<file path="src/hdl/rag_pkg.sv">
// Purpose: shared constants and types of the relative address generator
// Assumes: APB register window with 32-bit data, one aligned word per register
// Notes:   offsets are byte addresses on the APB bus
package rag_pkg;

  // register byte offsets
  localparam logic [7:0] REG_CTRL   = 8'h00;
  localparam logic [7:0] REG_PC     = 8'h04;
  localparam logic [7:0] REG_SP     = 8'h08;
  localparam logic [7:0] REG_INDEX  = 8'h0C;
  localparam logic [7:0] REG_DISP   = 8'h10;
  localparam logic [7:0] REG_CMD    = 8'h14;
  localparam logic [7:0] REG_RESULT = 8'h18;
  localparam logic [7:0] REG_STATUS = 8'h1C;
  localparam logic [7:0] REG_DATA   = 8'h20;
  localparam logic [7:0] REG_BITOP  = 8'h24;
  localparam logic [7:0] REG_BCD    = 8'h28;
  localparam logic [7:0] REG_BLKLEN = 8'h2C;

  // control and command field positions
  localparam int CTRL_WIDE_BIT = 0;
  localparam int CTRL_LW_BIT   = 1;
  localparam int CTRL_BEXT_BIT = 2;
  localparam int CTRL_WEXT_BIT = 3;
  localparam int CTRL_OP_LSB   = 4;
  localparam int CTRL_ILEN_LSB = 6;
  localparam int CTRL_IOW_BIT  = 9;
  localparam int CTRL_IO_BIT   = 10;
  localparam int CTRL_BITS     = 11;
  localparam int CMD_GO_BIT    = 0;

  // bit operation and BCD field positions
  localparam int BITOP_NUM_LSB = 8;
  localparam int BITOP_OP_LSB  = 12;
  localparam int BITOP_BITS    = 14;
  localparam int BITOP_TST_BIT = 16;
  localparam int BCD_OK_BIT    = 8;

  // reset values and the full block length
  localparam logic [31:0] WORD_RST = 32'h0000_0000;
  localparam logic [23:0] DISP_RST = 24'h00_0000;
  localparam logic [16:0] BLK_MAX  = 17'h1_0000;

  // byte enables, lane i holds the byte for address base+i
  localparam logic [3:0] BE_BYTE = 4'h1;
  localparam logic [3:0] BE_WORD = 4'h3;
  localparam logic [3:0] BE_LONG = 4'hF;

  typedef enum logic [1:0] {
    RAG_OP_JUMP  = 2'b00,
    RAG_OP_STACK = 2'b01,
    RAG_OP_INDEX = 2'b10
  } rag_op_t;

  typedef enum logic [1:0] {
    RAG_DSZ_8  = 2'b00,
    RAG_DSZ_16 = 2'b01,
    RAG_DSZ_24 = 2'b10
  } rag_dsz_t;

  typedef enum logic [1:0] {
    RAG_BIT_TEST = 2'b00,
    RAG_BIT_SET  = 2'b01,
    RAG_BIT_CLR  = 2'b10
  } rag_bitop_t;

  typedef enum logic [1:0] {
    RAG_ST_IDLE = 2'b00,
    RAG_ST_CALC = 2'b01
  } rag_state_t;

  // word extension outranks byte extension
  function automatic rag_dsz_t rag_disp_size(input logic byteExt, input logic wordExt);
    if (wordExt) begin
      return RAG_DSZ_24;
    end
    if (byteExt) begin
      return RAG_DSZ_16;
    end
    return RAG_DSZ_8;
  endfunction : rag_disp_size

  // sign-extend an 8, 16 or 24 bit displacement to 32 bits
  function automatic logic [31:0] rag_sext(input logic [23:0] disp, input rag_dsz_t size);
    case (size)
      RAG_DSZ_16: return {{16{disp[15]}}, disp[15:0]};
      RAG_DSZ_24: return {{8{disp[23]}}, disp};
      default:    return {{24{disp[7]}}, disp[7:0]};
    endcase
  endfunction : rag_sext

endpackage : rag_pkg

</file>
<file path="src/hdl/rag_calc_if.sv">
// Purpose: request and answer between the register block and the adder
// Assumes: one clock, result valid one cycle after start
// Notes:   ctrl side drives the request, unit side the answer
`timescale 1ns/1ps
interface rag_calc_if;
  import rag_pkg::*;
  logic        start;
  logic        wide;
  rag_op_t     opSel;
  rag_dsz_t    dispSize;
  logic [31:0] base;
  logic [2:0]  instLen;
  logic [23:0] disp;
  logic [31:0] result;
  logic        valid;

  modport unit (input start, wide, opSel, dispSize, base, instLen, disp, output result, valid);
  modport ctrl (output start, wide, opSel, dispSize, base, instLen, disp, input result, valid);
endinterface : rag_calc_if

</file>
<file path="src/hdl/rag_top.sv">
// Purpose: APB register block around the relative address adder
// Assumes: one 40 MHz clock, APB master keeps the request until pready
// Notes:   every APB transfer takes one access cycle
//
// How it works
// RL1 - native relative jump wraps in 16 bits, upper program counter half zero
// RL2 - extended relative jump wraps in 32 bits, carry reaches upper half
// RL3 - jump displacement sign-extended to 32 bits extended, 16 bits native
// RL4 - jump base is the address after the whole instruction
// RL5 - stack operand address is stack pointer plus signed 8-bit displacement
// RL6 - byte extension widens stack offset to 16 bits, word extension to 24
// RL7 - native stack address wraps in 16 bits, extended one in 32 bits
// RL8 - native 8-bit stack displacement is sign-extended to 16 bits
// RL9 - stack transfers are 16 bits, or 32 with long word setting
// RL10 - I/O accesses are 8 or 16 bits, byte is the basic element
// RL11 - block operations handle strings up to 65536 bytes
// RL12 - BCD digits are four bits, two packed per byte
// RL13 - indexed addressing takes 8, 16 or 24 bit signed displacement
// RL14 - single bits of a byte can be tested, set and cleared
// RL15 - multi-byte operands are little-endian, low byte at lowest address
//
// Decided for this implementation: the APB interface to the registers and the address map.
`timescale 1ns/1ps
module rag_top
  import rag_pkg::*;
(
  // clock and reset
  input  wire logic        clk,
  input  wire logic        arst_n,
  // apb slave
  input  wire logic        psel,
  input  wire logic        penable,
  input  wire logic        pwrite,
  input  wire logic [7:0]  paddr,
  input  wire logic [31:0] pwdata,
  output logic [31:0]      prdata,
  output logic             pready,
  output logic             pslverr,
  // memory or I/O access request
  output logic [31:0]      memAddr,
  output logic [31:0]      memWdata,
  output logic [3:0]       memByteEn,
  output logic             memIsIo,
  output logic             calcDone
);

  rag_calc_if calc ();

  rag_addr_unit u_unit (
    .clk    (clk),
    .arst_n (arst_n),
    .calc   (calc)
  );

  logic [CTRL_BITS-1:0]  ctrl_ff,   nxt_ctrl;
  logic [31:0]           pc_ff,     nxt_pc;
  logic [31:0]           sp_ff,     nxt_sp;
  logic [31:0]           index_ff,  nxt_index;
  logic [23:0]           disp_ff,   nxt_disp;
  logic [31:0]           data_ff,   nxt_data;
  logic [BITOP_BITS-1:0] bitop_ff,  nxt_bitop;
  logic [7:0]            bcd_ff,    nxt_bcd;
  logic [15:0]           blk_ff,    nxt_blk;
  logic [31:0]           result_ff, nxt_result;
  logic                  done_ff,   nxt_done;
  logic                  start_ff,  nxt_start;
  rag_state_t            state_ff,  nxt_state;
  logic [31:0]           prdata_ff, nxt_prdata;
  logic                  pready_ff, nxt_pready;
  logic                  pslverr_ff, nxt_pslverr;
  logic [31:0]           memAddr_ff, nxt_memAddr;
  logic [31:0]           memWdata_ff, nxt_memWdata;
  logic [3:0]            memByteEn_ff, nxt_memByteEn;
  logic                  memIsIo_ff, nxt_memIsIo;

  logic                  setupPh;
  logic                  wrEn;
  logic                  mapped;
  logic [7:0]            bitResult;
  logic                  bitTested;
  logic                  bcdOk;
  logic [16:0]           blkBytes;
  rag_op_t               opSel;

  function automatic logic addr_mapped(input logic [7:0] a);
    case (a)
      REG_CTRL, REG_PC, REG_SP, REG_INDEX, REG_DISP, REG_CMD, REG_RESULT,
      REG_STATUS, REG_DATA, REG_BITOP, REG_BCD, REG_BLKLEN: return 1'b1;
      default: return 1'b0;
    endcase
  endfunction : addr_mapped

  // bus decode and derived views of the registers
  always_comb begin
    setupPh   = psel && !penable;
    wrEn      = psel && penable && pready_ff && pwrite;
    mapped    = addr_mapped(paddr);
    opSel     = rag_op_t'(ctrl_ff[CTRL_OP_LSB +: 2]);
    bitTested = bitop_ff[bitop_ff[BITOP_NUM_LSB +: 3]]; // [RL14]
    bitResult = bitop_ff[7:0];
    case (rag_bitop_t'(bitop_ff[BITOP_OP_LSB +: 2]))
      RAG_BIT_SET: bitResult[bitop_ff[BITOP_NUM_LSB +: 3]] = 1'b1; // [RL14]
      RAG_BIT_CLR: bitResult[bitop_ff[BITOP_NUM_LSB +: 3]] = 1'b0; // [RL14]
      default:     bitResult = bitop_ff[7:0];
    endcase
    // two decimal digits, low digit in the low nibble
    bcdOk    = (bcd_ff[3:0] <= 4'h9) && (bcd_ff[7:4] <= 4'h9); // [RL12]
    // a zero count stands for the full 64K string
    blkBytes = (blk_ff == 16'h0000) ? BLK_MAX : {1'b0, blk_ff}; // [RL11]
  end

  // register file, apb answer and sequencing
  always_comb begin
    nxt_ctrl      = ctrl_ff;
    nxt_pc        = pc_ff;
    nxt_sp        = sp_ff;
    nxt_index     = index_ff;
    nxt_disp      = disp_ff;
    nxt_data      = data_ff;
    nxt_bitop     = bitop_ff;
    nxt_bcd       = bcd_ff;
    nxt_blk       = blk_ff;
    nxt_result    = result_ff;
    nxt_done      = done_ff;
    nxt_start     = 1'b0;
    nxt_state     = state_ff;
    nxt_memAddr   = memAddr_ff;
    nxt_memWdata  = memWdata_ff;
    nxt_memByteEn = memByteEn_ff;
    nxt_memIsIo   = memIsIo_ff;
    // answer one cycle after setup, so every access phase is one cycle
    nxt_pready    = setupPh;
    nxt_pslverr   = setupPh && !mapped;
    nxt_prdata    = WORD_RST;
    if (setupPh && !pwrite) begin
      case (paddr)
        REG_CTRL:   nxt_prdata = 32'(ctrl_ff);
        REG_PC:     nxt_prdata = pc_ff;
        REG_SP:     nxt_prdata = sp_ff;
        REG_INDEX:  nxt_prdata = index_ff;
        REG_DISP:   nxt_prdata = 32'(disp_ff);
        REG_RESULT: nxt_prdata = result_ff;
        REG_STATUS: nxt_prdata = {24'h00_0000, memByteEn_ff, 2'b00, (state_ff == RAG_ST_CALC), done_ff};
        REG_DATA:   nxt_prdata = data_ff;
        REG_BITOP:  nxt_prdata = {15'h0000, bitTested, 8'h00, bitResult};
        REG_BCD:    nxt_prdata = {23'h00_0000, bcdOk, bcd_ff};
        REG_BLKLEN: nxt_prdata = 32'(blkBytes);
        default:    nxt_prdata = WORD_RST;
      endcase
    end
    if (wrEn) begin
      case (paddr)
        REG_CTRL:   nxt_ctrl  = pwdata[CTRL_BITS-1:0];
        REG_PC:     nxt_pc    = pwdata;
        REG_SP:     nxt_sp    = pwdata;
        REG_INDEX:  nxt_index = pwdata;
        REG_DISP:   nxt_disp  = pwdata[23:0];
        REG_DATA:   nxt_data  = pwdata;
        REG_BITOP:  nxt_bitop = pwdata[BITOP_BITS-1:0];
        REG_BCD:    nxt_bcd   = pwdata[7:0];
        REG_BLKLEN: nxt_blk   = pwdata[15:0];
        default:    nxt_ctrl  = ctrl_ff;
      endcase
    end
    case (state_ff)
      RAG_ST_IDLE: begin
        // a go while busy is dropped
        if (wrEn && paddr == REG_CMD && pwdata[CMD_GO_BIT]) begin
          nxt_start = 1'b1;
          nxt_done  = 1'b0;
          nxt_state = RAG_ST_CALC;
        end
      end
      RAG_ST_CALC: begin
        if (calc.valid) begin
          nxt_result  = calc.result;
          nxt_done    = 1'b1;
          nxt_state   = RAG_ST_IDLE;
          nxt_memAddr = calc.result;
          // lane i carries the byte for address memAddr+i
          nxt_memWdata = data_ff; // [RL15]
          // a jump makes no access, so it never claims the I/O space
          nxt_memIsIo  = ctrl_ff[CTRL_IO_BIT] && (opSel != RAG_OP_JUMP); // [RL10]
          if (opSel == RAG_OP_JUMP) begin
            nxt_pc        = calc.result; // [RL1] [RL2]
            nxt_memByteEn = 4'h0;
          end else if (ctrl_ff[CTRL_IO_BIT]) begin
            nxt_memByteEn = ctrl_ff[CTRL_IOW_BIT] ? BE_WORD : BE_BYTE; // [RL10]
          end else begin
            nxt_memByteEn = ctrl_ff[CTRL_LW_BIT] ? BE_LONG : BE_WORD; // [RL9]
          end
        end
      end
      default: nxt_state = RAG_ST_IDLE;
    endcase
  end

  always_ff @(posedge clk or negedge arst_n) begin
    if (!arst_n) begin
      ctrl_ff      <= '0;
      pc_ff        <= WORD_RST;
      sp_ff        <= WORD_RST;
      index_ff     <= WORD_RST;
      disp_ff      <= DISP_RST;
      data_ff      <= WORD_RST;
      bitop_ff     <= '0;
      bcd_ff       <= 8'h00;
      blk_ff       <= 16'h0000;
      result_ff    <= WORD_RST;
      done_ff      <= 1'b0;
      start_ff     <= 1'b0;
      state_ff     <= RAG_ST_IDLE;
      prdata_ff    <= WORD_RST;
      pready_ff    <= 1'b0;
      pslverr_ff   <= 1'b0;
      memAddr_ff   <= WORD_RST;
      memWdata_ff  <= WORD_RST;
      memByteEn_ff <= 4'h0;
      memIsIo_ff   <= 1'b0;
    end else begin
      ctrl_ff      <= nxt_ctrl;
      pc_ff        <= nxt_pc;
      sp_ff        <= nxt_sp;
      index_ff     <= nxt_index;
      disp_ff      <= nxt_disp;
      data_ff      <= nxt_data;
      bitop_ff     <= nxt_bitop;
      bcd_ff       <= nxt_bcd;
      blk_ff       <= nxt_blk;
      result_ff    <= nxt_result;
      done_ff      <= nxt_done;
      start_ff     <= nxt_start;
      state_ff     <= nxt_state;
      prdata_ff    <= nxt_prdata;
      pready_ff    <= nxt_pready;
      pslverr_ff   <= nxt_pslverr;
      memAddr_ff   <= nxt_memAddr;
      memWdata_ff  <= nxt_memWdata;
      memByteEn_ff <= nxt_memByteEn;
      memIsIo_ff   <= nxt_memIsIo;
    end
  end

  // request to the adder, sampled in the start cycle; the go guard drops a go while busy but register writes still land
  assign calc.start    = start_ff;
  assign calc.wide     = ctrl_ff[CTRL_WIDE_BIT];
  assign calc.opSel    = opSel;
  assign calc.dispSize = rag_disp_size(ctrl_ff[CTRL_BEXT_BIT], ctrl_ff[CTRL_WEXT_BIT]); // [RL6] [RL13]
  assign calc.base     = (opSel == RAG_OP_JUMP) ? pc_ff : (opSel == RAG_OP_STACK) ? sp_ff : index_ff;
  assign calc.instLen  = (opSel == RAG_OP_JUMP) ? ctrl_ff[CTRL_ILEN_LSB +: 3] : 3'h0;
  assign calc.disp     = disp_ff;

  assign prdata    = prdata_ff;
  assign pready    = pready_ff;
  assign pslverr   = pslverr_ff;
  assign memAddr   = memAddr_ff;
  assign memWdata  = memWdata_ff;
  assign memByteEn = memByteEn_ff;
  assign memIsIo   = memIsIo_ff;
  assign calcDone  = done_ff;

  a_stack_xfer_width: assert property (@(posedge clk) disable iff (!arst_n) // [RL9]
    state_ff == RAG_ST_CALC && calc.valid && opSel == RAG_OP_STACK && !ctrl_ff[CTRL_IO_BIT]
    |=> memByteEn_ff == (ctrl_ff[CTRL_LW_BIT] ? BE_LONG : BE_WORD) && done_ff)
    else $error("stack transfer width wrong");

  a_io_xfer_width: assert property (@(posedge clk) disable iff (!arst_n) // [RL10]
    done_ff && memIsIo_ff |-> memByteEn_ff == BE_BYTE || memByteEn_ff == BE_WORD)
    else $error("I/O access not 8 or 16 bits");

  a_go_to_done: assert property (@(posedge clk) disable iff (!arst_n) // [RL5]
    start_ff |=> ##1 done_ff && result_ff == memAddr_ff)
    else $error("address not delivered two cycles after go");

  a_bit_set_read: assert property (@(posedge clk) disable iff (!arst_n) // [RL14]
    setupPh && !pwrite && paddr == REG_BITOP && bitop_ff[BITOP_OP_LSB +: 2] == RAG_BIT_SET
    |=> prdata_ff[bitop_ff[BITOP_NUM_LSB +: 3]] == 1'b1 && pready_ff)
    else $error("bit set result wrong");

  c_stack_long: cover property (@(posedge clk) disable iff (!arst_n)
    done_ff && memByteEn_ff == BE_LONG);
  c_bad_addr: cover property (@(posedge clk) disable iff (!arst_n) pready_ff && pslverr_ff);

endmodule : rag_top

</file>
<file path="src/hdl/rag_addr_unit.sv">
// Purpose: effective address adder with mode dependent wrap
// Assumes: start is a one-cycle pulse, inputs stable in that cycle
// Notes:   result and valid come from flip-flops
`timescale 1ns/1ps
module rag_addr_unit
  import rag_pkg::*;
(
  // clock and reset
  input wire logic clk,
  input wire logic arst_n,
  // request and answer
  rag_calc_if.unit calc
);

  logic [31:0] result_ff;
  logic [31:0] nxt_result;
  logic        valid_ff;
  logic        nxt_valid;
  logic [31:0] dispExt;
  logic [31:0] baseAdj;
  logic [15:0] lowSum;

  always_comb begin
    dispExt = rag_sext(calc.disp, calc.dispSize);
    baseAdj = calc.base;
    if (calc.opSel == RAG_OP_JUMP) begin
      baseAdj = calc.base + 32'(calc.instLen); // [RL4]
    end
    // native mode keeps only 16 bits of a 24-bit offset
    lowSum     = baseAdj[15:0] + dispExt[15:0]; // [RL3] [RL8]
    nxt_valid  = calc.start;
    nxt_result = result_ff;
    if (calc.start) begin
      if (calc.wide) begin
        nxt_result = baseAdj + dispExt; // [RL2] [RL7] [RL13]
      end else if (calc.opSel == RAG_OP_JUMP) begin
        nxt_result = {16'h0000, lowSum}; // [RL1]
      end else begin
        nxt_result = {baseAdj[31:16], lowSum}; // [RL5] [RL7]
      end
    end
  end

  always_ff @(posedge clk or negedge arst_n) begin
    if (!arst_n) begin
      result_ff <= WORD_RST;
      valid_ff  <= 1'b0;
    end else begin
      result_ff <= nxt_result;
      valid_ff  <= nxt_valid;
    end
  end

  assign calc.result = result_ff;
  assign calc.valid  = valid_ff;

  a_native_jump_top: assert property (@(posedge clk) disable iff (!arst_n) // [RL1]
    calc.start && !calc.wide && calc.opSel == RAG_OP_JUMP |=> valid_ff && result_ff[31:16] == 16'h0000)
    else $error("native jump target has nonzero upper half");

  a_wide_jump_sum: assert property (@(posedge clk) disable iff (!arst_n) // [RL2]
    calc.start && calc.wide && calc.opSel == RAG_OP_JUMP && calc.dispSize == RAG_DSZ_16
    |=> result_ff == $past(calc.base) + 32'($past(calc.instLen)) + {{16{$past(calc.disp[15])}}, $past(calc.disp[15:0])})
    else $error("extended jump target not a 32-bit sum");

  a_native_jump_low: assert property (@(posedge clk) disable iff (!arst_n) // [RL3]
    calc.start && !calc.wide && calc.opSel == RAG_OP_JUMP && calc.dispSize == RAG_DSZ_8
    |=> result_ff[15:0] == 16'($past(calc.base[15:0]) + 16'($past(calc.instLen)) + {{8{$past(calc.disp[7])}}, $past(calc.disp[7:0])}))
    else $error("native jump low half wrong");

  a_jump_next_base: assert property (@(posedge clk) disable iff (!arst_n) // [RL4]
    calc.start && calc.wide && calc.opSel == RAG_OP_JUMP && calc.disp == DISP_RST
    |=> result_ff == $past(calc.base) + 32'($past(calc.instLen)))
    else $error("jump base is not the next instruction address");

  a_stack_keep_top: assert property (@(posedge clk) disable iff (!arst_n) // [RL7]
    calc.start && !calc.wide && calc.opSel == RAG_OP_STACK |=> result_ff[31:16] == $past(calc.base[31:16]))
    else $error("native stack address touched the upper half");

  a_stack_byte_sext: assert property (@(posedge clk) disable iff (!arst_n) // [RL8]
    calc.start && !calc.wide && calc.opSel == RAG_OP_STACK && calc.dispSize == RAG_DSZ_8
    |=> result_ff[15:0] == 16'($past(calc.base[15:0]) + {{8{$past(calc.disp[7])}}, $past(calc.disp[7:0])}))
    else $error("stack offset not sign extended to 16 bits");

  a_stack_wide_off: assert property (@(posedge clk) disable iff (!arst_n) // [RL6]
    calc.start && calc.wide && calc.opSel == RAG_OP_STACK && calc.dispSize == RAG_DSZ_24
    |=> result_ff == $past(calc.base) + {{8{$past(calc.disp[23])}}, $past(calc.disp)})
    else $error("24-bit stack offset wrong");

  a_index_wide_sum: assert property (@(posedge clk) disable iff (!arst_n) // [RL13]
    calc.start && calc.wide && calc.opSel == RAG_OP_INDEX && calc.dispSize == RAG_DSZ_16
    |=> result_ff == $past(calc.base) + {{16{$past(calc.disp[15])}}, $past(calc.disp[15:0])})
    else $error("indexed address wrong");

  c_native_jump: cover property (@(posedge clk) disable iff (!arst_n)
    calc.start && !calc.wide && calc.opSel == RAG_OP_JUMP);
  c_wide_stack: cover property (@(posedge clk) disable iff (!arst_n)
    calc.start && calc.wide && calc.opSel == RAG_OP_STACK && calc.dispSize == RAG_DSZ_24);
  c_index_wrap: cover property (@(posedge clk) disable iff (!arst_n)
    calc.start && !calc.wide && calc.opSel == RAG_OP_INDEX && calc.disp[7]);

endmodule : rag_addr_unit

</file>
<file path="config.mk">
export PLATFORM = sky130hd
export DESIGN_NAME = rag_top
export DESIGN_NICKNAME = d
export VERILOG_FILES = /design/src/hdl/rag_pkg.sv /design/src/hdl/rag_calc_if.sv /design/src/hdl/rag_top.sv /design/src/hdl/rag_addr_unit.sv
export SDC_FILE = /design/constraint.sdc
export NUM_CORES = 1
export LEC_CHECK = 0
export ABC_AREA = 1
export BUFFER_PORTS_ARGS = -buffer_cell sky130_fd_sc_hd__buf_2
export CAP_MARGIN = 0
export CORE_UTILIZATION = 45
export CTS_CLUSTER_SIZE = 12
export DETAILED_ROUTE_END_ITERATION = 8
export PLACE_DENSITY_LB_ADDON = 0.2
export RECOVER_POWER = 100
export SYNTH_ARGS = -nofsm -noshare
export SYNTH_HDL_FRONTEND = slang
export SYNTH_SLANG_ARGS = --single-unit
</file>
<file path="constraint.sdc">
create_clock -name clk -period 6.5 [get_ports clk]
set_input_delay 0.65 -clock clk [delete_from_list [all_inputs] [get_ports clk]]
set_output_delay 0.65 -clock clk [all_outputs]
set_load 0.01 [all_outputs]
</file>
==> summary.md <==
| Metric | Value |
|---|---|
| Ys async rst share | `100%` |
| Starting Density | `45.8%` |
| Fill cells | `3975` |
| Syn Inst Count | `2336` |
| Post-Syn Area | `18200 um^2` |
| Top cells by area, synth | `dfrtp_1 46%, nand2_1 12%, o21ai_0 8.6%` |
| Comb power frac | `6.4%` |
| Sequential area share after synthesis | `46.4%` |
| Worst Setup End Kind | `flip-flop` |
| Worst hold path type | `input port to flip-flop` |
| Final setup fails | `0` |
| Fin area | `20500 um^2` |
| Layout cells sized above 1 | `8.06%` |
| Internal | `3.60 mW` |
| Area Growth Syn to Fin | `12.7%` |
| Num rows | `73` |
| Grt total ovfl | `0` |
| Critical Path Source Type | `flip-flop` |
| Failing checks | `max-capacitance violations, max-slew violations` |
| Dpl ws | `1.73 ns` |
| EDFF count, synth | `0` |
| Vias in the first global route | `16.1k` |
| Most common cell in the netlist | `nand2_1` |
| First-pass iteration count of the detailed router | `5` |
| Reg power frac | `44.4%` |
| Placed standard-cell area | `19400 um^2` |
| Post-synth top area share | `46.4%` |
| Port bufs | `148` |
| Syn nets | `2419` |
| Nets | `2535` |
| PostCTS Resize Cnt | `0` |
| Crit Path Max Fanout | `64` |
| DRT Wirelength | `67400 um` |
| Hold Worst Slack | `0.290 ns` |
| Worst Tran Pin Value | `3.18 ns` |
| Number of DRC markers in iteration 0 | `2144` |
| Switching share of power | `24.5%` |
| I/O pin total | `149` |
| Die X | `203 um` |
| Routed WL per cell | `22.4 um` |
| Clk sinks | `338` |
| Clk network pwr share | `49.2%` |
| Critical path class | `flip-flop to flip-flop` |
| Area leader, netlist | `dfrtp_1` |
| Ys flop type | `dfrtp_1` |
| TritonCTS Buffers | `40` |
| CP Data Arrival Time | `5.90 ns` |
| Synth unique cells | `56` |
| Slew HR | `-112%` |
| Fin. Hold Viols | `0` |
| CTS tree | `yes` |
| H-tree levels | `2` |
| Sw power | `1.17 mW` |
| Hpwl dp | `49000 um` |
| First-pass GRT wire length | `101000 um` |
| Largest net degree at the start of global routing | `119` |
| Die Ht | `203 um` |
| RSZ-0062 raised after global routing | `no` |
| Status | `complete, but fails checks` |
| Post-CTS Setup Inserts | `0` |
| Clk buf depth | `3` |
| Root buffer cell | `clkbuf_16` |
| Worst VDD drop | `0.000157 V` |
| Final Power | `4.77 mW` |
| Ant. Diodes | `0` |
| Vias | `17.1k` |
| Slew Viols, Final | `634` |
| Max frequency | `0.183 GHz` |
| Synth cell count leaders | `603 x nand2_1, 338 x dfrtp_1, 314 x o21ai_0` |
| Via-per-instance ratio | `5.70` |
| Die area | `41300 um^2` |
| Req. time, crit path | `6.93 ns` |
| Placer Congestion | `0.972` |
| Detail Route Antenna Nets | `0` |
| Setup TNS | `0 ns` |
| Post-cts hold buffer count | `0` |
| Max-cap violations | `12` |
| Gr usage total | `32.8%` |
| Minimum clock period | `5.47 ns` |
| Synth Area per Inst | `7.80 um^2` |
| Fin crit share | `84.1%` |
| Remaining DRCs | `0` |
| Power density over the cells | `232 nW/um^2` |
| Synth Register Bits | `338` |
| Clock latency at the later pin of the worst-skew pair | `0.57 ns` |
| Yosys warning count | `0` |
| Skew final | `0.0131 ns` |
| Initial antenna violation count | `0` |
| CTS clk-pin slew, worst paths | `0.06 ns` |
| Worst setup margin | `1.03 ns` |
| CORE AREA | `39800 um^2` |
| Pleak | `9.85 nW` |
[critical path, stage by stage, from the launching register on]
cell,delay [ns]
dfrtp_1,0.35
nand4_1,0.16
inv_1,0.08
clkbuf_1,2.08
nand2_1,2.04
o21ai_0,0.60
[cells by family (layout without fill, tap and decap cells)]
kind of cell	count (synthesis)	count (layout)	synth area share, %
AO/OA/AOI/OAI	615	615	18.7
XOR/XNOR	42	42	2.02
adder cells (fa/ha/maj)	38	38	2.69
buffers and inverters	405	551	8.75
flip-flops	338	338	46.4
AND/OR/NAND/NOR	898	898	21.4
[stage by stage]
stage | std cells | utilization (%)
floorplan | 2336 | -
global placement | 2935 | 48.7
detailed placement | 2935 | 48.7
CTS | 3007 | 52.1
global route | 3007 | 51.6
finish | 3007 | 51.6
[layout make-up]
type / count / area, um^2 / share of cell area, %
timing repair buffer: 175 / 767 / 3.73
inverter: 304 / 1140 / 5.57
tap: 525 / 657 / 3.20
multi-input combinational: 1593 / 8160 / 39.7
clock buffer: 61 / 1220 / 5.94
sequential: 338 / 8460 / 41.2
clock inverter: 11 / 143 / 0.694
[sequential cells by signal (all words and copies together) (netlist names), 11 cells and up]
register / cells
blk_ff: 16
calc.disp: 24
ctrl_ff: 11
index_ff: 32
u_unit.calc.result: 32
memAddr: 32
data_ff: 32
bitop_ff: 13
sp_ff: 32
pc_ff: 32
prdata: 32
memWdata: 32
[per-layer routing]
metal	share of wire (%)	global-route usage (%)	wire length (um)
met5	0	0	0
met1	45	49.3	30700
met4	2.5	8.78	1690
met2	42	46.6	28100
met3	10	8.09	6940
[power by group through the flow]
stage / Combinational, mW / Clock [mW] / Sequential [mW]
2_1_floorplan: 0.163 / 0 / 2.15
3_3_place_gp: 0.305 / 0 / 2.15
3_5_place_dp: 0.304 / 0 / 2.15
4_1_cts: 0.306 / 2.37 / 2.12
5_1_grt: 0.340 / 2.44 / 2.12
6_report: 0.306 / 2.35 / 2.12
[path summary, 6_finish.rpt]
path                                                  end  slack [ns]  cells past startpoint                         from
worst max-delay path              data_ff[28]$_DFFE_PN0P_        1.03                      5             pready$_DFF_PN0_
worst min-delay path                     pready$_DFF_PN0_        0.29                      2                      penable
worst max register to register    data_ff[28]$_DFFE_PN0P_        1.03                      5             pready$_DFF_PN0_
worst min register to register    state_ff[0]$_DFFE_PN0P_        0.45                      1  u_unit.calc.valid$_DFF_PN0_
max in group asynchronous       calc.disp[19]$_DFFE_PN0P_        1.96                      2                       arst_n
min in group asynchronous          data_ff[4]$_DFFE_PN0P_        1.04                      1                       arst_n
[cell usage in the layout, fill, tap and decap left out, types with 13 or more instances in the layout]
cell type and count:
a21oi_1 148, a221oi_1 20, a31oi_1 16, buf_2 43
buf_4 14, clkbuf_1 123, clkbuf_16 41, dfrtp_1 338
ha_1 36, inv_1 289, nand2_1 601, nand2_2 17
nand3_1 58, nand4_1 14, nor2_1 129, nor2_2 16
nor3_1 13, o21ai_0 318, o22ai_1 59, xnor2_1 14
xor2_1 28
Power figures use the tool's default switching activity.
